File: src/core/tpm_pkg.sv
// Constants, register map and pin types of the three-phase PWM output stage.
// Assumes one 25 MHz clock and an APB master with 12-bit byte addresses.
// Operation
// - Shutdown low with cutoff enabled clears output enable
// - Forced cutoff floats all six pins
// - Select bit routes pin: 1 PWM, 0 GPIO
// - Pin select only effective while output enabled
// - Pin select writes ignored unless unlocked
// - Unlock bit holds; software relocks after writing
// - Triangular carrier spans two underflows, sawtooth one
// - Underflow or stopped carrier write starts phases
// - Interrupt every n underflows in mode 0/sawtooth
// - Mode 1 interrupt on selected timing; 11b first at n-1
// - Phase one-shot; output changes on its falling edge
// - Mode 1 alternates secondary and primary reloads
// - Three 8-bit dead timers share one reload
// - Dead time disable bit; clock select bit
// - Dead trigger: pattern rising edge or one-shot fall
// - Sawtooth transfer triggers dead timers too
// - First buffer drives first, second at next fall
// - Transfer trigger sources per modulation and software
// - Pattern 0 means on; active level selectable
// - Conduction guard clears enable, flags, floats pins
// - Pin carries PWM when function, enable, select set
// - Dead timer delays turn-on to avoid shoot-through
package tpm_pkg;

	// ***********************************************
	// Register offsets
	// ***********************************************
	localparam logic [11:0] OFS_CTRLA    = 12'h300;
	localparam logic [11:0] OFS_CTRLB    = 12'h304;
	localparam logic [11:0] OFS_CARRIER  = 12'h308;
	localparam logic [11:0] OFS_CARCTL   = 12'h30C;
	localparam logic [11:0] OFS_PINSEL   = 12'h318;
	localparam logic [11:0] OFS_PROTECT  = 12'h31C;
	localparam logic [11:0] OFS_PRI_U    = 12'h320;
	localparam logic [11:0] OFS_SEC_W    = 12'h334;
	localparam logic [11:0] OFS_DEADTIME = 12'h338;
	localparam logic [11:0] OFS_SKIP     = 12'h33C;
	localparam logic [11:0] OFS_PAT0     = 12'h340;
	localparam logic [11:0] OFS_PAT1     = 12'h344;
	localparam logic [11:0] OFS_STATUS   = 12'h348;

	// ***********************************************
	// Field positions and reset values
	// ***********************************************
	localparam int CA_MTF    = 2;
	localparam int CA_MOE    = 3;
	localparam int CA_GUARD  = 4;
	localparam int CA_DETECT = 5;
	localparam int CA_SAW    = 6;
	localparam int CA_SWTRIG = 7;
	localparam int CB_STOPWR = 0;
	localparam int CB_MODE1  = 1;
	localparam int CB_DTCLK  = 2;
	localparam int CB_ACTHI  = 4;
	localparam int CB_DTDIS  = 5;
	localparam int CB_DTTRIG = 6;
	localparam int CC_RUN    = 0;
	localparam int CC_HIZ    = 1;
	localparam logic [5:0] PINSEL_RST = 6'h3F;
	localparam logic [5:0] PAT_RST    = 6'h3F;
	localparam logic [2:0] SYNC_RST   = 3'h7;

	// Six pins: bit 2p is the high side of phase p, bit 2p+1 the low side
	typedef struct packed {
		logic [5:0] level;
		logic [5:0] oeN;
	} tpm_pins_t;

endpackage : tpm_pkg

File: src/core/tpm_dead_time.sv
// One phase dead-time timer: holds back each turn-on until the count expires.
// Assumes trig, tick and the turn-on requests come from logic on ref_clk.
`timescale 1ns/10ps
module tpm_dead_time
	import tpm_pkg::*;
#(
	parameter int DT_W = 8
) (
	input  wire logic            ref_clk,
	input  wire logic            sys_rst,
	input  wire logic            trig,
	input  wire logic            tick,
	input  wire logic            dtDisable,
	input  wire logic [DT_W-1:0] reload,
	input  wire logic            onHigh,
	input  wire logic            onLow,
	output logic                 actHigh,
	output logic                 actLow
);
	typedef struct packed {
		logic [DT_W-1:0] count;
		logic            actH;
		logic            actL;
	} tpm_dt_state_t;

	tpm_dt_state_t s;
	tpm_dt_state_t next_s;
	logic          expired;

	always_comb begin
		next_s = s;
		if (trig) begin
			next_s.count = reload;
		end else if (tick && s.count != '0) begin
			next_s.count = s.count - DT_W'(1);
		end
		// Turn-off passes at once; only turn-on waits
		expired = dtDisable || (s.count == '0 && !trig);
		next_s.actH = onHigh && expired;
		next_s.actL = onLow && expired;
	end

	always_ff @(posedge ref_clk or posedge sys_rst) begin
		if (sys_rst) begin
			s <= '0;
		end else begin
			s <= next_s;
		end
	end

	assign actHigh = s.actH;
	assign actLow  = s.actL;
endmodule : tpm_dead_time

File: src/core/tpm_phase_timer.sv
// One phase one-shot timer: counts a reload value after each start trigger.
// Assumes start is a one-cycle pulse on ref_clk.
`timescale 1ns/10ps
module tpm_phase_timer
	import tpm_pkg::*;
#(
	parameter int CNT_W = 16
) (
	input  wire logic             ref_clk,
	input  wire logic             sys_rst,
	input  wire logic             start,
	input  wire logic             altEnable,
	input  wire logic [CNT_W-1:0] reloadPri,
	input  wire logic [CNT_W-1:0] reloadSec,
	output logic                  pulse,
	output logic                  fall
);
	typedef struct packed {
		logic [CNT_W-1:0] count;
		logic             busy;
		logic             useSec;
		logic             fall;
	} tpm_pt_state_t;

	tpm_pt_state_t s;
	tpm_pt_state_t next_s;

	always_comb begin
		next_s = s;
		next_s.fall = 1'b0;
		if (start) begin
			next_s.busy = 1'b1;
			next_s.count = (altEnable && s.useSec) ? reloadSec : reloadPri;
			if (next_s.count == '0) begin
				next_s.count = CNT_W'(1);
			end
		end else if (s.busy) begin
			if (s.count <= CNT_W'(1)) begin
				next_s.busy = 1'b0;
				next_s.fall = 1'b1;
				next_s.useSec = altEnable ? ~s.useSec : 1'b1;
			end else begin
				next_s.count = s.count - CNT_W'(1);
			end
		end
	end

	always_ff @(posedge ref_clk or posedge sys_rst) begin
		if (sys_rst) begin
			s <= '0;
			s.useSec <= 1'b1;
		end else begin
			s <= next_s;
		end
	end

	assign pulse = s.busy;
	assign fall  = s.fall;
endmodule : tpm_phase_timer

File: src/core/tpm_pwm_core.sv
// Three-phase PWM output stage with APB register access and six phase pins.
// Assumes the shutdown input is asynchronous and gpioPins come from the port logic.
`timescale 1ns/10ps
module tpm_pwm_core
	import tpm_pkg::*;
#(
	parameter int CNT_W = 16,
	parameter int DT_W  = 8
) (
	input  wire logic        ref_clk,
	input  wire logic        sys_rst,
	input  wire logic        psel,
	input  wire logic        penable,
	input  wire logic        pwrite,
	input  wire logic [11:0] paddr,
	input  wire logic [31:0] pwdata,
	output logic      [31:0] prdata,
	output logic             pready,
	output logic             pslverr,
	input  wire logic        shutdownInputN,
	input  wire tpm_pins_t   gpioPins,
	output tpm_pins_t        phasePins,
	output logic             carrierIrq
);
	// ***********************************************
	// Parameter checks
	// ***********************************************
	generate
		if (CNT_W < 2 || CNT_W > 32 || DT_W < 1 || DT_W > 8) begin : g_bad_param
			$error("tpm_pwm_core: unsupported counter width");
		end
	endgenerate

	// ***********************************************
	// State
	// ***********************************************
	typedef struct packed {
		logic [7:0]            ctrlA;
		logic [7:0]            ctrlB;
		logic [CNT_W-1:0]      carrierReload;
		logic [CNT_W-1:0]      carrierCnt;
		logic                  carrierRun;
		logic                  carrierDir;
		logic                  hizEnable;
		logic [5:0]            pinSelect;
		logic                  unlock;
		logic [5:0][CNT_W-1:0] reloads;
		logic [DT_W-1:0]       deadTime;
		logic [7:0]            skip;
		logic [7:0]            skipCnt;
		logic [5:0]            pat0;
		logic [5:0]            pat1;
		logic                  written0;
		logic                  written1;
		logic [5:0]            shiftOut;
		logic [5:0]            second;
		logic [2:0]            sdSync;
		logic                  sdLevel;
		logic                  cutoff;
		logic                  dtDiv;
		tpm_pins_t             pins;
		logic                  irq;
		logic                  pready;
		logic                  pslverr;
		logic [31:0]           prdata;
	} tpm_core_state_t;

	tpm_core_state_t s;
	tpm_core_state_t next_s;

	logic [2:0] ptFall;
	logic [2:0] dtTrig;
	logic [2:0] actH;
	logic [2:0] actL;
	logic       startTrig;
	logic       transfer;
	logic       underflow;
	logic       stoppedWr;
	logic       wrEn;
	logic       mode1;
	logic       saw;
	logic       dtTick;

	// Reload registers: index 0..2 primary U/V/W, 3..5 secondary U/V/W
	function automatic logic reloadHit(input logic [11:0] a);
		return a >= OFS_PRI_U && a <= OFS_SEC_W && a[1:0] == 2'h0;
	endfunction : reloadHit

	function automatic logic [2:0] reloadIdx(input logic [11:0] a);
		logic [11:0] d;
		d = a - OFS_PRI_U;
		return d[4:2];
	endfunction : reloadIdx

	function automatic logic [31:0] readReg(input tpm_core_state_t r, input logic [11:0] a,
		output logic miss);
		logic [31:0] v;
		v = '0;
		miss = 1'b0;
		if (reloadHit(a)) begin
			v[CNT_W-1:0] = r.reloads[reloadIdx(a)];
		end else begin
			unique case (a)
				OFS_CTRLA:    v[7:0] = r.ctrlA;
				OFS_CTRLB:    v[7:0] = r.ctrlB;
				OFS_CARRIER:  v[CNT_W-1:0] = r.carrierCnt;
				OFS_CARCTL:   v[1:0] = {r.hizEnable, r.carrierRun};
				OFS_PINSEL:   v[5:0] = r.pinSelect;
				OFS_PROTECT:  v[0] = r.unlock;
				OFS_DEADTIME: v[DT_W-1:0] = r.deadTime;
				OFS_SKIP:     v[7:0] = r.skip;
				OFS_PAT0:     v[5:0] = r.shiftOut;
				OFS_PAT1:     v[5:0] = r.second;
				OFS_STATUS:   v[2:0] = {r.carrierDir, r.cutoff, r.sdLevel};
				default:      miss = 1'b1;
			endcase
		end
		return v;
	endfunction : readReg

	// ***********************************************
	// Phase timers and dead-time timers
	// ***********************************************
	generate
		for (genvar p = 0; p < 3; p++) begin : g_phase
			tpm_phase_timer #(
				.CNT_W     (CNT_W)
			) u_timer (
				.ref_clk   (ref_clk),
				.sys_rst   (sys_rst),
				.start     (startTrig),
				.altEnable (mode1),
				.reloadPri (s.reloads[p]),
				.reloadSec (s.reloads[p+3]),
				.pulse     (),
				.fall      (ptFall[p])
			);
			tpm_dead_time #(
				.DT_W      (DT_W)
			) u_dead (
				.ref_clk   (ref_clk),
				.sys_rst   (sys_rst),
				.trig      (dtTrig[p]),
				.tick      (dtTick),
				.dtDisable (s.ctrlB[CB_DTDIS]),
				.reload    (s.deadTime),
				.onHigh    (~s.shiftOut[2*p]),
				.onLow     (~s.shiftOut[2*p+1]),
				.actHigh   (actH[p]),
				.actLow    (actL[p])
			);
		end
	endgenerate

	// ***********************************************
	// Next-state logic
	// ***********************************************
	always_comb begin
		logic       miss;
		logic       event_;
		logic       drive;
		logic       floatAll;
		logic       lvl;
		logic [5:0] effSel;
		logic [1:0] oldPair;
		logic [1:0] newPair;
		miss = 1'b0;
		event_ = 1'b0;
		drive = 1'b0;
		floatAll = 1'b0;
		lvl = 1'b0;
		effSel = '0;
		oldPair = '0;
		newPair = '0;
		next_s = s;
		next_s.irq = 1'b0;
		mode1 = s.ctrlB[CB_MODE1] && !s.ctrlA[CA_SAW];
		saw = s.ctrlA[CA_SAW];

		// APB: one wait state; the read is sampled at the edge raising pready, the write lands at the edge after it
		wrEn = psel && penable && pwrite && s.pready;
		next_s.pready = psel && penable && !s.pready;
		next_s.pslverr = 1'b0;
		if (psel && penable && !s.pready) begin
			next_s.prdata = readReg(s, paddr, miss);
			next_s.pslverr = miss;
			if (pwrite) begin
				next_s.prdata = '0;
			end
		end

		// Shutdown input: three flops, a change counts when the last two agree
		next_s.sdSync = {s.sdSync[1:0], shutdownInputN};
		if (s.sdSync[1] == s.sdSync[2]) begin
			next_s.sdLevel = s.sdSync[2];
		end

		// Carrier timer
		underflow = s.carrierRun && s.carrierCnt == '0;
		stoppedWr = wrEn && paddr == OFS_CARRIER && !s.carrierRun;
		if (s.carrierRun) begin
			if (underflow) begin
				next_s.carrierCnt = s.carrierReload;
				next_s.carrierDir = ~s.carrierDir;
			end else begin
				next_s.carrierCnt = s.carrierCnt - CNT_W'(1);
			end
		end
		startTrig = underflow || (stoppedWr && s.ctrlB[CB_STOPWR]);
		transfer = (underflow && (saw || (s.written0 && s.written1)))
			|| (stoppedWr && s.ctrlB[CB_STOPWR])
			|| (wrEn && paddr == OFS_CTRLA && pwdata[CA_SWTRIG]);
		if (transfer) begin
			next_s.written0 = 1'b0;
			next_s.written1 = 1'b0;
		end

		// Register writes
		if (wrEn) begin
			if (reloadHit(paddr)) begin
				next_s.reloads[reloadIdx(paddr)] = pwdata[CNT_W-1:0];
			end
			unique case (paddr)
				OFS_CTRLA: begin
					next_s.ctrlA = pwdata[7:0];
					next_s.ctrlA[CA_SWTRIG] = 1'b0;
					next_s.ctrlA[CA_DETECT] = s.ctrlA[CA_DETECT] && pwdata[CA_DETECT];
				end
				OFS_CTRLB: next_s.ctrlB = pwdata[7:0];
				OFS_CARRIER: begin
					next_s.carrierReload = pwdata[CNT_W-1:0];
					if (!s.carrierRun) begin
						next_s.carrierCnt = pwdata[CNT_W-1:0];
					end
				end
				OFS_CARCTL: begin
					next_s.carrierRun = pwdata[CC_RUN];
					next_s.hizEnable = pwdata[CC_HIZ];
				end
				OFS_PINSEL: begin
					if (s.unlock) begin
						next_s.pinSelect = pwdata[5:0];
					end
				end
				OFS_PROTECT: next_s.unlock = pwdata[0];
				OFS_DEADTIME: next_s.deadTime = pwdata[DT_W-1:0];
				OFS_SKIP: begin
					next_s.skip = pwdata[7:0];
					next_s.skipCnt = (mode1 && s.ctrlA[1:0] == 2'h3) ?
						pwdata[7:0] - 8'h01 : pwdata[7:0];
				end
				OFS_PAT0: begin
					next_s.pat0 = pwdata[5:0];
					next_s.written0 = 1'b1;
				end
				OFS_PAT1: begin
					next_s.pat1 = pwdata[5:0];
					next_s.written1 = 1'b1;
				end
				default: ;
			endcase
		end

		// Carrier interrupt decimation
		if (mode1) begin
			unique case (s.ctrlA[1:0])
				2'h1:    event_ = underflow && !s.carrierDir;
				2'h2:    event_ = underflow && s.carrierDir;
				default: event_ = underflow;
			endcase
		end else begin
			event_ = underflow;
		end
		if (event_) begin
			if (s.skipCnt <= 8'h01) begin
				next_s.irq = 1'b1;
				next_s.skipCnt = s.skip;
			end else begin
				next_s.skipCnt = s.skipCnt - 8'h01;
			end
		end

		// Output shift registers and dead-time triggers
		if (transfer) begin
			next_s.shiftOut = s.pat0;
			next_s.second = s.pat1;
		end
		for (int p = 0; p < 3; p++) begin
			if (!transfer && ptFall[p]) begin
				next_s.shiftOut[2*p +: 2] = s.second[2*p +: 2];
			end
			oldPair = s.shiftOut[2*p +: 2];
			newPair = next_s.shiftOut[2*p +: 2];
			dtTrig[p] = (s.ctrlB[CB_DTTRIG] ? |(newPair & ~oldPair) : ptFall[p])
				|| (saw && transfer);
		end
		next_s.dtDiv = ~s.dtDiv;
		dtTick = !s.ctrlB[CB_DTCLK] || s.dtDiv;

		// Forced cutoff; hardware wins over a same-cycle software write
		if (!s.hizEnable) begin
			next_s.cutoff = 1'b0;
		end
		if (!s.sdLevel && s.hizEnable) begin
			next_s.cutoff = 1'b1;
			next_s.ctrlA[CA_MOE] = 1'b0;
		end

		// Simultaneous conduction guard
		if (s.ctrlA[CA_GUARD] && |(actH & actL)) begin
			next_s.ctrlA[CA_MOE] = 1'b0;
			next_s.ctrlA[CA_DETECT] = 1'b1;
		end

		// Pin multiplexing
		effSel = s.ctrlA[CA_MOE] ? s.pinSelect : 6'h00;
		floatAll = s.cutoff || (s.ctrlA[CA_GUARD] && s.ctrlA[CA_DETECT]);
		for (int i = 0; i < 6; i++) begin
			drive = s.ctrlA[CA_MTF] && s.ctrlA[CA_MOE] && effSel[i];
			lvl = (i % 2 == 0) ? actH[i/2] : actL[i/2];
			lvl = lvl ? s.ctrlB[CB_ACTHI] : ~s.ctrlB[CB_ACTHI];
			next_s.pins.level[i] = drive ? lvl : gpioPins.level[i];
			next_s.pins.oeN[i] = floatAll ? 1'b1 : (drive ? 1'b0 : gpioPins.oeN[i]);
		end
	end

	// ***********************************************
	// Registers
	// ***********************************************
	always_ff @(posedge ref_clk or posedge sys_rst) begin
		if (sys_rst) begin
			s <= '0;
			s.pinSelect <= PINSEL_RST;
			s.pat0 <= PAT_RST;
			s.pat1 <= PAT_RST;
			s.shiftOut <= PAT_RST;
			s.second <= PAT_RST;
			s.sdSync <= SYNC_RST;
			s.sdLevel <= 1'b1;
			s.pins.oeN <= 6'h3F;
		end else begin
			s <= next_s;
		end
	end

	assign prdata     = s.prdata;
	assign pready     = s.pready;
	assign pslverr    = s.pslverr;
	assign phasePins  = s.pins;
	assign carrierIrq = s.irq;
endmodule : tpm_pwm_core

File: config.mk
export PLATFORM = sky130hd
export DESIGN_NAME = tpm_pwm_core
export DESIGN_NICKNAME = d
export VERILOG_FILES = /design/src/core/tpm_pkg.sv /design/src/core/tpm_dead_time.sv /design/src/core/tpm_phase_timer.sv /design/src/core/tpm_pwm_core.sv
export SDC_FILE = /design/constraint.sdc
export NUM_CORES = 1
export LEC_CHECK = 0
export BUFFER_PORTS_ARGS = -buffer_cell sky130_fd_sc_hd__buf_2
export CAP_MARGIN = 40
export CORE_MARGIN = 2
export CORE_UTILIZATION = 42
export CTS_CLUSTER_DIAMETER = 120
export DETAILED_ROUTE_END_ITERATION = 7
export HOLD_SLACK_MARGIN = 0.12
export PLACE_DENSITY = 0.65
export RECOVER_POWER = 50
export SYNTH_ARGS = -nofsm -noshare
export SYNTH_HDL_FRONTEND = slang
export SYNTH_SLANG_ARGS = --single-unit
File: constraint.sdc
create_clock -name ref_clk -period 10.5 [get_ports ref_clk]
set_input_delay 2.1 -clock ref_clk [delete_from_list [all_inputs] [get_ports ref_clk]]
set_output_delay 2.1 -clock ref_clk [all_outputs]
set_load 0.02 [all_outputs]
==> run_results.csv <==
group,metric,value,unit
drt,final_antenna_net_count,0,
sta,fin_ws,4.28,ns
logic_synthesis,synth_edf_count,0,
cells_and_area,area_growth,10.5,%
drt,drcViolationCount,0,
sta,finalHoldViolations,0,
drt,dr.first_iter.drc_count,1359,
drt,top_layer,"met4",
drt,drt_pass1_iterations,5,
min_path,hold_class,"flip-flop to flip-flop",
global_routing,grt_pass1_vias,14537,
worst_setup_path,path_class,"input pin to flip-flop",
global_routing,grt_pass1_wl,84400,um
placed_design,numPortBuffers,76,
floorplanning,rows,77,
sta,finalMaxSlewViolations,141,
sta,setup_violations,0,
worst_setup_path,max_stage_delay,2.26,ns
power,pwr_density_cell,132,nW/um^2
cells_and_area,final_cell_mix,"284 x dfrtp_1, 195 x mux2_2, 165 x nand2_1, 99 x mux2i_1, 88 x nor2_1",
worst_setup_path,r2r-start,"s[211]$_DFF_PP0_",
cells_and_area,drive_gt1_share,21.7,%
clock_tree,cts.reportedPaths.clkPinSlew,0.06,ns
sta,period_minus_slack,6.22,ns
clock_tree,clock-sinks,327,
cells_and_area,layout_commonest_cell,"dfrtp_1",
clock_tree,cts_root_buf,"clkbuf_16",
worst_setup_path,r2r_cells,7,
logic_synthesis,async_reset_ff_share,100,%
clock_tree,clk_latency,0.56,ns
placed_design,gp_congestion,0.904,
power,vdd_drop_max,0.114,mV
worst_setup_path,endpoint,"g_phase[2].u_dead.s[3]$_DFFE_PP0P_",
clock_tree,h-tree-depth,2,
clock_tree,cts_resized,0,
drt,routed_wl,53800,um
worst_setup_path,cpMaxStageDelayCell,"clkbuf_1",
worst_setup_path,crit_fanout,46,
sta,tightest_slew,3.22,ns
clock_tree,cts_setup_buffers,0,
sta,finClkSkew,0.0332,ns
sta,setup_tns,0,ns
cells_and_area,fin_nets,1916,
worst_setup_path,cp.arrival,6.63,ns
sta,relSlewSlack,-115,%
drt,num_vias,14695,
worst_setup_path,cp-startpoint,"paddr[2]",
floorplanning,die_area,46600,um^2
cells_and_area,seqCellArea,8240,um^2
sta,rsz0062_at_grt,"no",
logic_synthesis,synth.distinct_cells,82,
worst_setup_path,crit_chain,"buf_2, clkbuf_1, inv_1, o21ai_0, o32a_2, buf_16, mux2_4, a311o_1",
logic_synthesis,synth_cells,1835,
cells_and_area,multi_input_area,9730,um^2
clock_tree,ctsHoldBuffers,0,
global_routing,grt_max_degree,186,
worst_setup_path,cp.required,10.91,ns
drt,routed_via_density,5.99,
logic_synthesis,synth.avg_cell_area,10.3,um^2
placed_design,post-dp-hpwl,37700,um
global_routing,globalRouteTotalUtil,22.9,%
power,p_leak,0.00910,uW
logic_synthesis,synth_area,18800,um^2
worst_setup_path,end_kind,"flip-flop",
drt,wire_per_inst,21.9,um
drt,wl_met2,25400,um
floorplanning,start_util,42.6,%
sta,max_freq,0.161,GHz
worst_setup_path,start_kind,"input pin",
worst_setup_path,reg2reg_to,"g_phase[1].u_dead.actHigh$_DFF_PP0_",
clock_tree,cts.path.max_buffers,3,
logic_synthesis,synth_warnings,0,
clock_tree,cts_buffers,37,
cells_and_area,diodes,0,
global_routing,antenna_found_initial,1,
global_routing,grt_remaining_overflow,0,
worst_setup_path,r2r_slack,6.87,ns
logic_synthesis,synth.yosys.seq_area_share,43.7,%
run_status,status,"finished, violations left",
logic_synthesis,synth_seq_cells,327,
floorplanning,die_w,216,um
placed_design,preCtsSetupSlack,5.70,ns
run_status,violations,"max-capacitance violations, max-slew violations",
cells_and_area,fillers,4102,
floorplanning,fp.coreArea,44200,um^2
run,drv_cap,3,
floorplanning,num_io_pins,109,
drt,dr_wl_met3,3170,um
floorplanning,die_y,216,um
clock_tree,cts_tree,"built",
sta,timing.final.crit_share,59.2,%
drt,wl_met1,23600,um
logic_synthesis,synth_ff_type,"dfrtp_1",
how the worst min path moves through the flow:
stage	endpoint	from	cells past startpoint	slack (ns)
after CTS	next_s[52]$_DFF_PP1_	next_s[51]$_DFF_PP1_	0	0.35
after global placement	next_s[52]$_DFF_PP1_	next_s[51]$_DFF_PP1_	0	0.35
final	next_s[52]$_DFF_PP1_	next_s[51]$_DFF_PP1_	0	0.36
after detailed placement	next_s[52]$_DFF_PP1_	next_s[51]$_DFF_PP1_	0	0.35
after floorplan	next_s[52]$_DFF_PP1_	next_s[51]$_DFF_PP1_	0	0.35
after global routing	next_s[52]$_DFF_PP1_	next_s[51]$_DFF_PP1_	0	0.36
worst max-delay path: cells and delay by family:
family | cells | cell delay, ns
multiplexers | 1 | 0.36
AO/OA/AOI/OAI | 3 | 1.11
buffers and inverters | 4 | 3.01
cell families after synthesis:
family                   share of synthesized area [%]
adder cells (fa/ha/maj)                           1.31
AND/OR/NAND/NOR                                   14.6
flip-flops                                        43.7
XOR/XNOR                                          3.53
other                                           0.0199
buffers and inverters                             5.23
AO/OA/AOI/OAI                                     12.3
multiplexers                                      19.3
per-stage QoR:
| step | utilization [%] | instance area (um^2) | hold WS (ns) | std cells | total power, uW |
|---|---|---|---|---|---|
| finish | 47.1 | 20800 | 0.357 | 2455 | 2740 |
| global route | 47.1 | 20800 | 0.362 | 2455 | 2830 |
| CTS | 47.2 | 20900 | 0.352 | 2455 | 2770 |
| detailed placement | 44.3 | 19600 | 0.347 | 2388 | 1400 |
| global placement | 44.0 | 19500 | 0.347 | 2380 | 1400 |
| floorplan | - | 18900 | 0.345 | 1850 | 1360 |
power by group:
part,leakage [uW],switching (uW),internal [uW],total [uW]
Sequential,0.00414,3.28,1270,1270
Combinational,0.00434,82.0,25.2,107
Clock,0.000624,548,821,1370
Total,0.00910,633,2110,2740
cell type report:
type,instances,share of cell area (%)
clock buffer,53,5.18
timing repair buffer,108,3.12
tap,592,3.56
clock inverter,14,0.986
sequential,327,39.6
inverter,48,0.883
multi-input combinational,1313,46.7
cell usage after synthesis (all sizes together) (7+ instances only):
cell | count | area share, %
a311oi | 22 | 1.0
nand4 | 20 | 0.66
xor2 | 36 | 1.7
nor3 | 54 | 1.4
or4 | 10 | 0.40
o211ai | 19 | 0.76
mux2i | 99 | 5.3
a211oi | 9 | 0.36
mux4 | 18 | 2.2
nor2b | 18 | 0.60
dfrtp | 284 | 38
nor3b | 7 | 0.28
nand2b | 14 | 0.46
a21boi | 8 | 0.32
ha | 19 | 1.3
nand4b | 9 | 0.42
and2 | 9 | 0.30
nand2 | 165 | 3.3
or3 | 16 | 0.53
nand3 | 30 | 0.80
o21ai | 84 | 2.2
a21oi | 86 | 2.3
nor2 | 88 | 1.8
inv | 46 | 0.92
o22ai | 16 | 0.53
a21o | 8 | 0.32
and3 | 9 | 0.30
nor4 | 58 | 2.0
a22oi | 13 | 0.52
dfstp | 43 | 6.0
a2bb2oi | 10 | 0.46
xnor2 | 40 | 1.9
buf | 74 | 2.5
clkbuf | 88 | 1.8
mux2 | 198 | 12
layer usage:
layer  up-vias  GRT usage (%)
li1       6695              -
met1      7401           31.5
met2       499           37.5
met3       100           3.21
met4         0           7.26
met5         -              0
registers in the layout, indices dropped and copies added (netlist names), 2 cells and up:
name and count:
g_phase.u_dead.actHigh 3, g_phase.u_dead.actLow 3, g_phase.u_dead.s 24, g_phase.u_timer.fall 3, g_phase.u_timer.pulse 3, g_phase.u_timer.s 51, next_s 2, phasePins 12
prdata 16, s 207
(Power assumes the default switching activity.)
